===== config.mk =====
export PLATFORM = sky130hd
export DESIGN_NAME = icmtx_port
export DESIGN_NICKNAME = d
export VERILOG_FILES = /design/src/core/icmtx_buf.v /design/src/core/icmtx_port.v
export VERILOG_INCLUDE_DIRS = /design/src /design/src/core
export SDC_FILE = /design/constraint.sdc
export NUM_CORES = 1
export LEC_CHECK = 0
export ABC_AREA = 1
export BUFFER_PORTS_ARGS = -buffer_cell sky130_fd_sc_hd__buf_2
export CAP_MARGIN = 20
export CORE_ASPECT_RATIO = 1.4
export CORE_MARGIN = 5
export CORE_UTILIZATION = 30
export CTS_BUF_LIST = sky130_fd_sc_hd__clkbuf_8
export DETAILED_ROUTE_END_ITERATION = 7
export HOLD_SLACK_MARGIN = 0.1
export PLACE_DENSITY = 0.46
export SYNTH_ARGS = -nofsm -noshare
export SYNTH_HDL_FRONTEND = slang
export SYNTH_SLANG_ARGS = --single-unit

===== constraint.sdc =====
create_clock -name clk -period 5.2 [get_ports clk]
set_input_delay 0 -clock clk [delete_from_list [all_inputs] [get_ports clk]]
set_output_delay 0 -clock clk [all_outputs]
set_load 0.03 [all_outputs]

===== src/core/icmtx_defs.vh =====
// Constants for the transmit stream port: bus fields, APB map, resets.
// Included by the transmit stream port and its buffer; definitions only.
`ifndef ICMTX_DEFS_VH
`define ICMTX_DEFS_VH

// Application bus field positions
`define ICMTX_BUS_W        75
`define ICMTX_DATA_MSB     63
`define ICMTX_EOP_BIT      72
`define ICMTX_SOP_BIT      73
`define ICMTX_ERR_BIT      74

// Buffer entry layout: {err, sop, eop, data}
`define ICMTX_ENT_W        67
`define ICMTX_ENT_EOP      64
`define ICMTX_ENT_SOP      65
`define ICMTX_ENT_ERR      66

// Buffer sizing and throttle margin (beats after ready falls)
`define ICMTX_BUF_DEPTH    8
`define ICMTX_SKID_BEATS   3
`define ICMTX_CRED_W       22

// APB register byte offsets
`define ICMTX_OFS_CTRL     8'h00
`define ICMTX_OFS_NPTHR    8'h04
`define ICMTX_OFS_STATUS   8'h08
`define ICMTX_OFS_CREDIT   8'h0C
`define ICMTX_OFS_PKTCNT   8'h10
`define ICMTX_OFS_ID       8'h14

// CTRL fields
`define ICMTX_CTRL_EN      0
`define ICMTX_CTRL_NPFORCE 1
`define ICMTX_CTRL_NPAUTO  2
`define ICMTX_CTRL_RST     3'h5

// STATUS fields
`define ICMTX_ST_OVF       8
`define ICMTX_ST_FRM       9
`define ICMTX_ST_INPKT     10
`define ICMTX_ST_MASK      11

// NPTHR reset: mask once this many beats are queued
`define ICMTX_NPTHR_RST    4'h6

// Block identity word, value arbitrary
`define ICMTX_ID_VAL       32'h0000_1C01

`endif


===== src/core/icmtx_buf.v =====
// Small FIFO with valid/ready on both sides and an occupancy count.
// Assumes a single clock; writes when full are refused by in_ready low.
`timescale 1ns/10ps
`include "icmtx_defs.vh"

module icmtx_buf #(
    parameter W     = `ICMTX_ENT_W,
    parameter DEPTH = `ICMTX_BUF_DEPTH,
    parameter AW    = 3
) (
    input  wire          clk,       // system clock
    input  wire          rst_n,     // async reset, active low
    input  wire          in_valid,  // write request
    output wire          in_ready,  // space available
    input  wire [W-1:0]  in_data,   // write entry
    output wire          out_valid, // entry available
    input  wire          out_ready, // drain accepts
    output wire [W-1:0]  out_data,  // head entry
    output wire [AW:0]   level      // entries held
);

    reg [W-1:0]  mem [0:DEPTH-1];
    reg [AW-1:0] wr_ptr_q;
    reg [AW-1:0] rd_ptr_q;
    reg [AW:0]   cnt_q;
    wire         do_wr;
    wire         do_rd;

    assign in_ready  = (cnt_q != DEPTH[AW:0]);
    assign out_valid = (cnt_q != {(AW+1){1'b0}});
    assign do_wr     = in_valid & in_ready;
    assign do_rd     = out_valid & out_ready;
    assign out_data  = mem[rd_ptr_q];
    assign level     = cnt_q;

    // Storage has no reset; only pointers and count are control state
    always @(posedge clk) begin
        if (do_wr) begin
            mem[wr_ptr_q] <= in_data;
        end
    end

    always @(posedge clk or negedge rst_n) begin
        if (!rst_n) begin
            wr_ptr_q <= {AW{1'b0}};
            rd_ptr_q <= {AW{1'b0}};
            cnt_q    <= {(AW+1){1'b0}};
        end else begin
            if (do_wr) begin
                wr_ptr_q <= (wr_ptr_q == DEPTH[AW-1:0] - 1'b1) ? {AW{1'b0}}
                                                               : wr_ptr_q + 1'b1;
            end
            if (do_rd) begin
                rd_ptr_q <= (rd_ptr_q == DEPTH[AW-1:0] - 1'b1) ? {AW{1'b0}}
                                                               : rd_ptr_q + 1'b1;
            end
            if (do_wr & ~do_rd) begin
                cnt_q <= cnt_q + 1'b1;
            end else if (do_rd & ~do_wr) begin
                cnt_q <= cnt_q - 1'b1;
            end
        end
    end

endmodule


===== src/core/icmtx_port.v =====
// Transmit stream port: application beats in, protocol core beats out.
// Assumes one clock for application, core and APB; core side is
// valid/ready; APB master follows the usual setup/access sequence.
`timescale 1ns/10ps
`include "icmtx_defs.vh"

// Summary of operation
// - Descriptor halves then payload, kept in order
// - Error bit forwarded to core unchanged
// - Ready high while more than SKID slots free, low to throttle
// - Core credit count registered, one-cycle lag
// - Credit count not adjusted for queued beats
// - Mask output throttles non-posted requests
// - Beat captured every edge valid is high and the buffer has room
module icmtx_port #(
    parameter DEPTH  = `ICMTX_BUF_DEPTH,
    parameter AW     = 3,
    parameter SKID   = `ICMTX_SKID_BEATS,
    parameter CRED_W = `ICMTX_CRED_W
) (
    input  wire                  clk,                // system clock, 50 MHz
    input  wire                  rst_n,              // async reset, active low
    input  wire                  app_tx_valid,       // application beat valid
    input  wire [74:0]           app_tx_bus,         // application beat
    output wire                  bridge_tx_ready,    // room for more beats
    output wire                  nonposted_mask_out, // hold off non-posted requests
    output reg  [CRED_W-1:0]     app_credit_q,       // credit count toward application
    output wire                  core_tx_valid,      // beat toward core valid
    input  wire                  core_tx_ready,      // core takes beat
    output wire [63:0]           core_tx_data,       // descriptor or payload word
    output wire                  core_tx_sop,        // first beat of packet
    output wire                  core_tx_eop,        // last beat of packet
    output wire                  core_tx_err,        // packet error toward core
    input  wire [CRED_W-1:0]     core_credit_count,  // core available credits
    input  wire                  psel,               // APB select
    input  wire                  penable,            // APB access phase
    input  wire                  pwrite,             // APB write
    input  wire [7:0]            paddr,              // APB byte address
    input  wire [31:0]           pwdata,             // APB write data
    output wire                  pready,             // APB ready
    output reg  [31:0]           prdata,             // APB read data
    output wire                  pslverr             // APB error
);

    localparam [AW:0] DEPTH_L = DEPTH;
    localparam [AW:0] SKID_L  = SKID;

    reg  [2:0]             ctrl_q;
    reg  [3:0]             npthr_q;
    reg                    ovf_q;
    reg                    frm_q;
    reg                    in_pkt_q;
    reg  [15:0]            pkt_cnt_q;
    reg  [AW:0]            max_lvl_q;
    wire                   buf_in_ready;
    wire                   buf_out_valid;
    wire [`ICMTX_ENT_W-1:0] buf_in_data;
    wire [`ICMTX_ENT_W-1:0] buf_out_data;
    wire [AW:0]            level;
    wire [AW:0]            free_slots;
    wire                   beat_in;
    wire                   beat_out;
    wire                   in_sop;
    wire                   in_eop;
    wire                   frm_evt;
    wire                   ovf_evt;
    wire                   np_auto;
    wire                   apb_wr;
    wire                   apb_setup;
    wire                   addr_ok;
    wire                   wr_status;
    reg  [31:0]            rd_mux;

    assign beat_in = app_tx_valid & buf_in_ready;
    // Only reachable if the application overruns its 3-cycle allowance
    assign ovf_evt = app_tx_valid & ~buf_in_ready;

    assign buf_in_data = {app_tx_bus[`ICMTX_ERR_BIT],
                          app_tx_bus[`ICMTX_SOP_BIT],
                          app_tx_bus[`ICMTX_EOP_BIT],
                          app_tx_bus[`ICMTX_DATA_MSB:0]};

    // depth leaves SKID slots after ready falls
    icmtx_buf #(
        .W     (`ICMTX_ENT_W),
        .DEPTH (DEPTH),
        .AW    (AW)
    ) u_buf (
        .clk       (clk),
        .rst_n     (rst_n),
        .in_valid  (app_tx_valid),
        .in_ready  (buf_in_ready),
        .in_data   (buf_in_data),
        .out_valid (buf_out_valid),
        .out_ready (core_tx_ready & ctrl_q[`ICMTX_CTRL_EN]),
        .out_data  (buf_out_data),
        .level     (level)
    );

    assign free_slots = DEPTH_L - level;

    // ready while more than SKID slots free
    // up to 3 late beats still fit
    assign bridge_tx_ready = (free_slots > SKID_L);

    // Disabled forwarding parks beats in the buffer; ready then falls
    assign core_tx_valid = buf_out_valid & ctrl_q[`ICMTX_CTRL_EN];
    assign beat_out      = core_tx_valid & core_tx_ready;
    assign core_tx_data  = buf_out_data[`ICMTX_DATA_MSB:0];
    assign core_tx_sop   = buf_out_data[`ICMTX_ENT_SOP];
    assign core_tx_eop   = buf_out_data[`ICMTX_ENT_EOP];
    assign core_tx_err   = buf_out_data[`ICMTX_ENT_ERR];

    // beat without start flag outside a packet is a framing fault
    // start flag inside a packet is a framing fault
    assign in_sop  = app_tx_bus[`ICMTX_SOP_BIT];
    assign in_eop  = app_tx_bus[`ICMTX_EOP_BIT];
    assign frm_evt = beat_in & ((in_sop & in_pkt_q) | (~in_sop & ~in_pkt_q));

    always @(posedge clk or negedge rst_n) begin
        if (!rst_n) begin
            in_pkt_q <= 1'b0;
        end else if (beat_in) begin
            in_pkt_q <= ~in_eop;
        end
    end

    always @(posedge clk or negedge rst_n) begin
        if (!rst_n) begin
            pkt_cnt_q <= 16'h0000;
        end else if (beat_out & core_tx_eop) begin
            pkt_cnt_q <= pkt_cnt_q + 16'h0001;
        end
    end

    always @(posedge clk or negedge rst_n) begin
        if (!rst_n) begin
            max_lvl_q <= {(AW+1){1'b0}};
        end else if (level > max_lvl_q) begin
            max_lvl_q <= level;
        end
    end

    // raw core value, no local adjustment
    always @(posedge clk or negedge rst_n) begin
        if (!rst_n) begin
            app_credit_q <= {CRED_W{1'b0}};
        end else begin
            app_credit_q <= core_credit_count;
        end
    end

    // mask by software or by queue depth
    assign np_auto = ctrl_q[`ICMTX_CTRL_NPAUTO] & ({{(4-AW){1'b0}}, level} >= {1'b0, npthr_q});
    assign nonposted_mask_out = ctrl_q[`ICMTX_CTRL_NPFORCE] | np_auto;

    // APB slave: zero wait states, read data sampled at setup
    assign apb_setup = psel & ~penable;
    assign apb_wr    = psel & penable & pwrite;
    assign addr_ok   = (paddr == `ICMTX_OFS_CTRL)   | (paddr == `ICMTX_OFS_NPTHR) |
                       (paddr == `ICMTX_OFS_STATUS) | (paddr == `ICMTX_OFS_CREDIT) |
                       (paddr == `ICMTX_OFS_PKTCNT) | (paddr == `ICMTX_OFS_ID);
    assign pready    = 1'b1;
    assign pslverr   = psel & penable & ~addr_ok;
    assign wr_status = apb_wr & (paddr == `ICMTX_OFS_STATUS);

    always @(posedge clk or negedge rst_n) begin
        if (!rst_n) begin
            ctrl_q  <= `ICMTX_CTRL_RST;
            npthr_q <= `ICMTX_NPTHR_RST;
        end else if (apb_wr) begin
            if (paddr == `ICMTX_OFS_CTRL) begin
                ctrl_q <= pwdata[2:0];
            end
            if (paddr == `ICMTX_OFS_NPTHR) begin
                npthr_q <= pwdata[3:0];
            end
        end
    end

    // Sticky faults: write one to clear, a new event wins over the clear
    always @(posedge clk or negedge rst_n) begin
        if (!rst_n) begin
            ovf_q <= 1'b0;
            frm_q <= 1'b0;
        end else begin
            if (ovf_evt) begin
                ovf_q <= 1'b1;
            end else if (wr_status & pwdata[`ICMTX_ST_OVF]) begin
                ovf_q <= 1'b0;
            end
            if (frm_evt) begin
                frm_q <= 1'b1;
            end else if (wr_status & pwdata[`ICMTX_ST_FRM]) begin
                frm_q <= 1'b0;
            end
        end
    end

    always @* begin
        rd_mux = 32'h0000_0000;
        case (paddr)
            `ICMTX_OFS_CTRL: begin
                rd_mux[2:0] = ctrl_q;
            end
            `ICMTX_OFS_NPTHR: begin
                rd_mux[3:0] = npthr_q;
            end
            `ICMTX_OFS_STATUS: begin
                rd_mux[AW:0]               = level;
                rd_mux[AW+4:4]             = max_lvl_q;
                rd_mux[`ICMTX_ST_OVF]      = ovf_q;
                rd_mux[`ICMTX_ST_FRM]      = frm_q;
                rd_mux[`ICMTX_ST_INPKT]    = in_pkt_q;
                rd_mux[`ICMTX_ST_MASK]     = nonposted_mask_out;
            end
            `ICMTX_OFS_CREDIT: begin
                rd_mux[CRED_W-1:0] = app_credit_q;
            end
            `ICMTX_OFS_PKTCNT: begin
                rd_mux[15:0] = pkt_cnt_q;
            end
            `ICMTX_OFS_ID: begin
                rd_mux = `ICMTX_ID_VAL;
            end
            default: begin
                rd_mux = 32'h0000_0000;
            end
        endcase
    end

    always @(posedge clk or negedge rst_n) begin
        if (!rst_n) begin
            prdata <= 32'h0000_0000;
        end else if (apb_setup & ~pwrite) begin
            prdata <= rd_mux;
        end
    end

endmodule


* Word level (Yosys, flattened, before mapping)
Memory sizes are Yosys's and may differ from the RTL's.
Cells that the tools add are included.
** Word-level totals
- Flip-flop bits (word level) :: 84
- Memory bits (writable) :: 536
- Bits of input ports :: 144
- Output and inout bits :: 126
- Word-level logic and storage cells :: 89
- Memories :: 1
** Operators by class
- Add/subtract/negate cells :: 6
- Order comparisons :: 3
- Eq/ne operators :: 8
- Muxes and demuxes :: 15
- Bitwise operators :: 37
- Reduce and logical (&&, ||, !) cells :: 7
** Memories
- u_buf.mem :: depth 8, bits a word 67, rd ports 1, clocked after memory_dff 0, write ports 1, line icmtx_buf.v:22 : reg [W-1:0] mem [0:DEPTH-1];
** Operators with widths (count)
- 8-bit one-hot mux with 4 select lines :: 1
- 1-bit AND :: 21
- 3-bit one-hot mux with 6 select lines :: 1
- 16-bit by 1-bit adder with 16-bit output (second input constant) :: 1
- 8-bit by 4-bit equality test with 1-bit output (second input constant) :: 2
- 8-bit by 5-bit equality test with 1-bit output (second input constant) :: 2
- 4-bit one-hot mux with 3 select lines :: 1
- 1-bit NOT :: 9
- 8-bit by 3-bit equality test with 1-bit output (second input constant) :: 1
- 8-bit zero test :: 1
- 4-bit 2-to-1 mux :: 2
- 1-bit OR :: 7
- 3-bit by 1-bit adder with 3-bit output (second input constant) :: 2
- 3-bit equality test (second input constant) :: 2
- 1-bit 2-to-1 mux :: 6
- 3-bit 2-to-1 mux :: 2
- 6-bit 2-to-1 mux :: 1
- 2-bit nonzero test :: 3
- 4-bit by 1-bit adder with 4-bit output (second input constant) :: 1
- 4-bit >= comparator :: 1
- 4-bit by 2-bit > comparator with 1-bit output (second input constant) :: 1
- 4-bit > comparator :: 1
- 4-bit inequality test (second input constant) :: 1
- 1-bit one-hot mux with 4 select lines :: 1
- other kinds (4) :: 5

* Logic depth before layout (Yosys ltp)
- Depth in word-level cells :: 8
- Gate-level depth with buffers :: 13
- Mapped depth without buffers :: 13

* Hierarchy
From an unflattened synthesis, not the netlist that was laid out.
** Unflattened totals
- Cells, all modules :: 2818
- Area, all modules :: 27333.7 µm²
** Modules (own cells, without submodules)
- icmtx_buf :: times used 1, cells an instance 2402, area each 23694.0 µm², seq. area each 16345.7 µm²
- icmtx_port :: times used 1, cells an instance 416, area each 3639.7 µm², seq. area each 1856.8 µm²

* Worst setup path after synthesis
Ideal clock, no wire load.
- Path kind :: register to register
- Start point :: register u_buf.cnt_q[1] (netlist: u_buf.level[1])
- End point :: memory u_buf.mem[0][0] (netlist name) (enable)
- Library setup time :: 492 ps
- Arrival :: 3834 ps
- Data required time :: 4708 ps
- Path slack :: 874 ps
- Cell stages (with the launch flop) :: 6
- Buffers on the path :: 0
- Period minus slack after synthesis :: 4326 ps
- Cells stage by stage :: dfrtp_1 nor2_1 nand2_1 o21ai_2 or2_2 nor2_1
** On the way
- Longest elaborated chain between the ends :: 4
** RTL lines
- from (decl) :: line icmtx_buf.v:25 : reg [AW:0] cnt_q;
- from (signal assigned) :: line icmtx_buf.v:47 : cnt_q <= {(AW+1){1'b0}};
- from (signal assigned) :: line icmtx_buf.v:58 : cnt_q <= cnt_q + 1'b1;
- from (signal assigned) :: line icmtx_buf.v:60 : cnt_q <= cnt_q - 1'b1;
- 4-bit inequality test :: line icmtx_buf.v:29 : assign in_ready = (cnt_q != DEPTH[AW:0]);
- 1-bit AND :: line icmtx_buf.v:31 : assign do_wr = in_valid & in_ready;
- 1-bit 2-to-1 mux :: line icmtx_buf.v:38 : if (do_wr) begin
- 1-bit 2-to-1 mux (not written as such) :: line icmtx_buf.v:39 : mem[wr_ptr_q] <= in_data;
- to (decl) :: line icmtx_buf.v:22
Every way passes these cells.

* Final worst setup path
- Start point :: register u_buf.rd_ptr_q[0]
- End point :: output port core_tx_data[21]
** On the way
- Longest elaborated chain between the ends :: 1
** RTL lines
- from (decl) :: line icmtx_buf.v:24 : reg [AW-1:0] rd_ptr_q;
- from (signal assigned) :: line icmtx_buf.v:46 : rd_ptr_q <= {AW{1'b0}};
- from (signal assigned) :: line icmtx_buf.v:54 : rd_ptr_q <= (rd_ptr_q == DEPTH[AW-1:0] - 1'b1) ? {AW{1'b0}}
- memory 8 x 67 bit
- to (decl) :: line icmtx_port.v:30 : output wire [63:0] core_tx_data,
Every way passes these cells.

==> results.toml <==
[detailed_routing]
drc = 0
drt-initial-drc-count = 1051
antenna_left = 0
wirelength_um = 69400
firstDrtPassIters = 5
wl_per_cell_um = 19.0
vias = 17200
via_per_inst = 4.72

[timing]
finalClockSkew_ns = 0.0412
drv_slew = 0
worstMarginPinSlew_ns = 1.05
relSlewSlack = 0.301
finalCritPeriodShare = 0.709
finalHoldViolCount = 0
setup_viol = 0
fmax_mhz = 271
fin_tns_setup_ns = 0
rsz0062_at_grt = "no"
finalWorstSetupSlack_ns = 1.51
min_period_ns = 3.69

[placement]
dp_cells = 3239
place_area_um2 = 27000
port_buffers = 224
place_ws_ns = 2.18
dp_hpwl_um = 36200
routabilityCongestion = 0.788

[worst_setup_path]
critPathMaxFanout = 107
worst_setup_path_start_kind = "flip-flop"
crit_type = "flip-flop to primary output"
crit_path_end_kind = "primary output"
arrival_ns = 3.69
required_ns = 5.20

[cts]
cts_tree = "done"
root_buffer = "clkbuf_8"
clkTransAtPathRegs_ns = 0.06
cts_setup_buffers = 0
cts_sinks = 620
cts_max_level = 3
clockBufferDepth = 3
insertion_delay_ns = 0.71
numCtsBuffers = 100

[synth]
synth_top_area_cell = "edfxtp_1"
synth.mux.area_fraction = 0.000455
synth_area_um2 = 24700
synthXorXnorAreaFrac = 0.00637
avgSynthCellArea_um2 = 12.2
synthTopCellsByCount = "edfxtp_1 (536), nand2_1 (375), nor2_1 (307), o21ai_0 (294), o22ai_1 (132)"
synthAdderAreaFrac = 0.00890
yosysMostFrequentCell = "edfxtp_1"
synth_compound_area_frac = 0.100
synthCells = 2028
ys_seq_area_frac = 0.735
synthFlopType = "edfxtp_1"
yosysWarnings = 0
synth_edf_count = 536
synth-simple-area-share = 0.116
synthTopCellsByArea = "edfxtp_1 (65%), dfrtp_1 (8.1%), o21ai_0 (5.9%)"
ys_async_sr_fraction = 0.135
synth_top_area_frac = 0.650
synth_top_family_by_area = "simple AND/OR/NAND/NOR gates"
synthDistinctLibCells = 39
synth-seq-cells = 620

[die]
die_h_um = 350
start_util = 0.303
top_level_ports = 270
die-area_um2 = 88400
core_region_area_um2 = 81800
core.rowCount = 124
dieWidth_um = 253

[final_layout]
finish.utilization = 0.379
design_area_um2 = 31000
layout.nets = 2654
layout-drive-gt1-share = 0.160
syn_to_final_growth_pct = 25.3
layoutNonFillerInstCount = 3646

[power_and_ir_drop]
peakVddDrop_mv = 0.216
leakage_nw = 11.5
power.density_nw_per_um2 = 436

[global_route]
grt_antenna_before_repair = 4
grt-ovfl-total = 0
grt_pass1_vias = 17700
grt_start_max_net_pins = 116
grt_use_total = 0.154
grt_pass1_wl_um = 105000

[min_path]
min_path_type = "input port to flip-flop"

[flow_run]
drv_cap = 0

[status]
outcome = "finished clean"
## timing repair
action	in CTS	in global routing
hold buffers	223	0
gates resized for setup	0	0
hold endpoints to repair	696	0
## critical path, stage by stage (launching register included)
cell	delay (ns)
dfrtp_4	0.82
inv_6	0.71
buf_4	0.57
o21ai_0	0.15
o22ai_1	0.16
nand2_1	0.07
nand2_1	0.14
buf_2	0.21
## layer usage
layer  global-route usage  vias up  wire length, um  share of wire
li1                     -     8125                -              -
met1                0.192     8510            29600           0.43
met2                0.268      446            34600           0.50
met3               0.0256      117             3280          0.047
met4               0.0567        0             1860          0.027
met5                    0        -                0              0
## cell families (layout without fill, tap and decap cells)
kind of cell               count (synthesis)  in the layout
buffers and inverters                    175            710
and+or+nand+nor                          738            738
xor gates and xnor gates                  18             18
AOI/OAI and AO/OA                        457            457
DFF                                      620            620
adders and majority gates                 17             17
muxes                                      1              1
other                                      2             14
## cells in the final DEF (no fill, tap or decap), drive strengths merged
master         n
dfstp          4
a21oi          9
inv           99
nor3           4
conb          11
o211ai         5
o21a           2
xnor2          8
xor2          10
o21ai        307
mux2           1
o2bb2ai        1
clkbuf       104
buf          252
clkinv        27
nand4          2
diode          3
dlygate4sd3  223
nor2         310
edfxtp       536
or2            3
nand3         31
ha            16
a22o           1
fa             1
nand2        388
clkinvlp       4
dfrtp         80
bufinv         1
o22ai        132
## final timing paths
path,cells past startpoint,to,from,slack [ns]
hold reg to reg,2,prdata[11],prdata[11],0.48
min in group asynchronous,4,prdata[18],rst_n,0.58
setup reg to reg,11,pkt_cnt_q[8],u_buf.rd_ptr_q[0],2.27
hold / removal,2,u_buf.mem[2][29],app_tx_bus[29],0.19
max in group asynchronous,4,prdata[21],rst_n,3.69
setup / recovery,7,core_tx_data[21],u_buf.rd_ptr_q[0],1.51
## state kept, by name (all words and copies together) (netlist names)
signal	cells
ovf_q	1
u_buf.level	4
max_lvl_q	4
frm_q	1
npthr_q	4
ctrl_q	3
u_buf.rd_ptr_q	3
u_buf.mem	536
in_pkt_q	1
prdata	22
u_buf.wr_ptr_q	3
app_credit_q	22
pkt_cnt_q	16
## final cells by class
class                           instances  area, um^2
Antenna cell                            3        7.51
Clock buffer                          104        1430
Clock inverter                         77         344
Fill cell                            7907       50700
Inverter                               54         211
Multi-Input combinational cell       1242        5850
Sequential cell                       620       18200
Tap cell                             1071        1340
Timing Repair Buffer                  475        3620
## power breakdown
group | internal (mW) | total [mW] | switching [mW]
Sequential | 6.11 | 6.36 | 0.247
Clock | 1.89 | 3.78 | 1.89
Combinational | 0.947 | 3.37 | 2.42
## metrics by stage
stage,total power [mW],hold slack [ns]
after floorplan,8.54,-0.296
after global placement,9.73,-0.125
after detailed placement,9.80,-0.115
after CTS,13.8,0.101
after global routing,14.3,0.143
final,13.5,0.189
(Power assumes the default switching activity.)
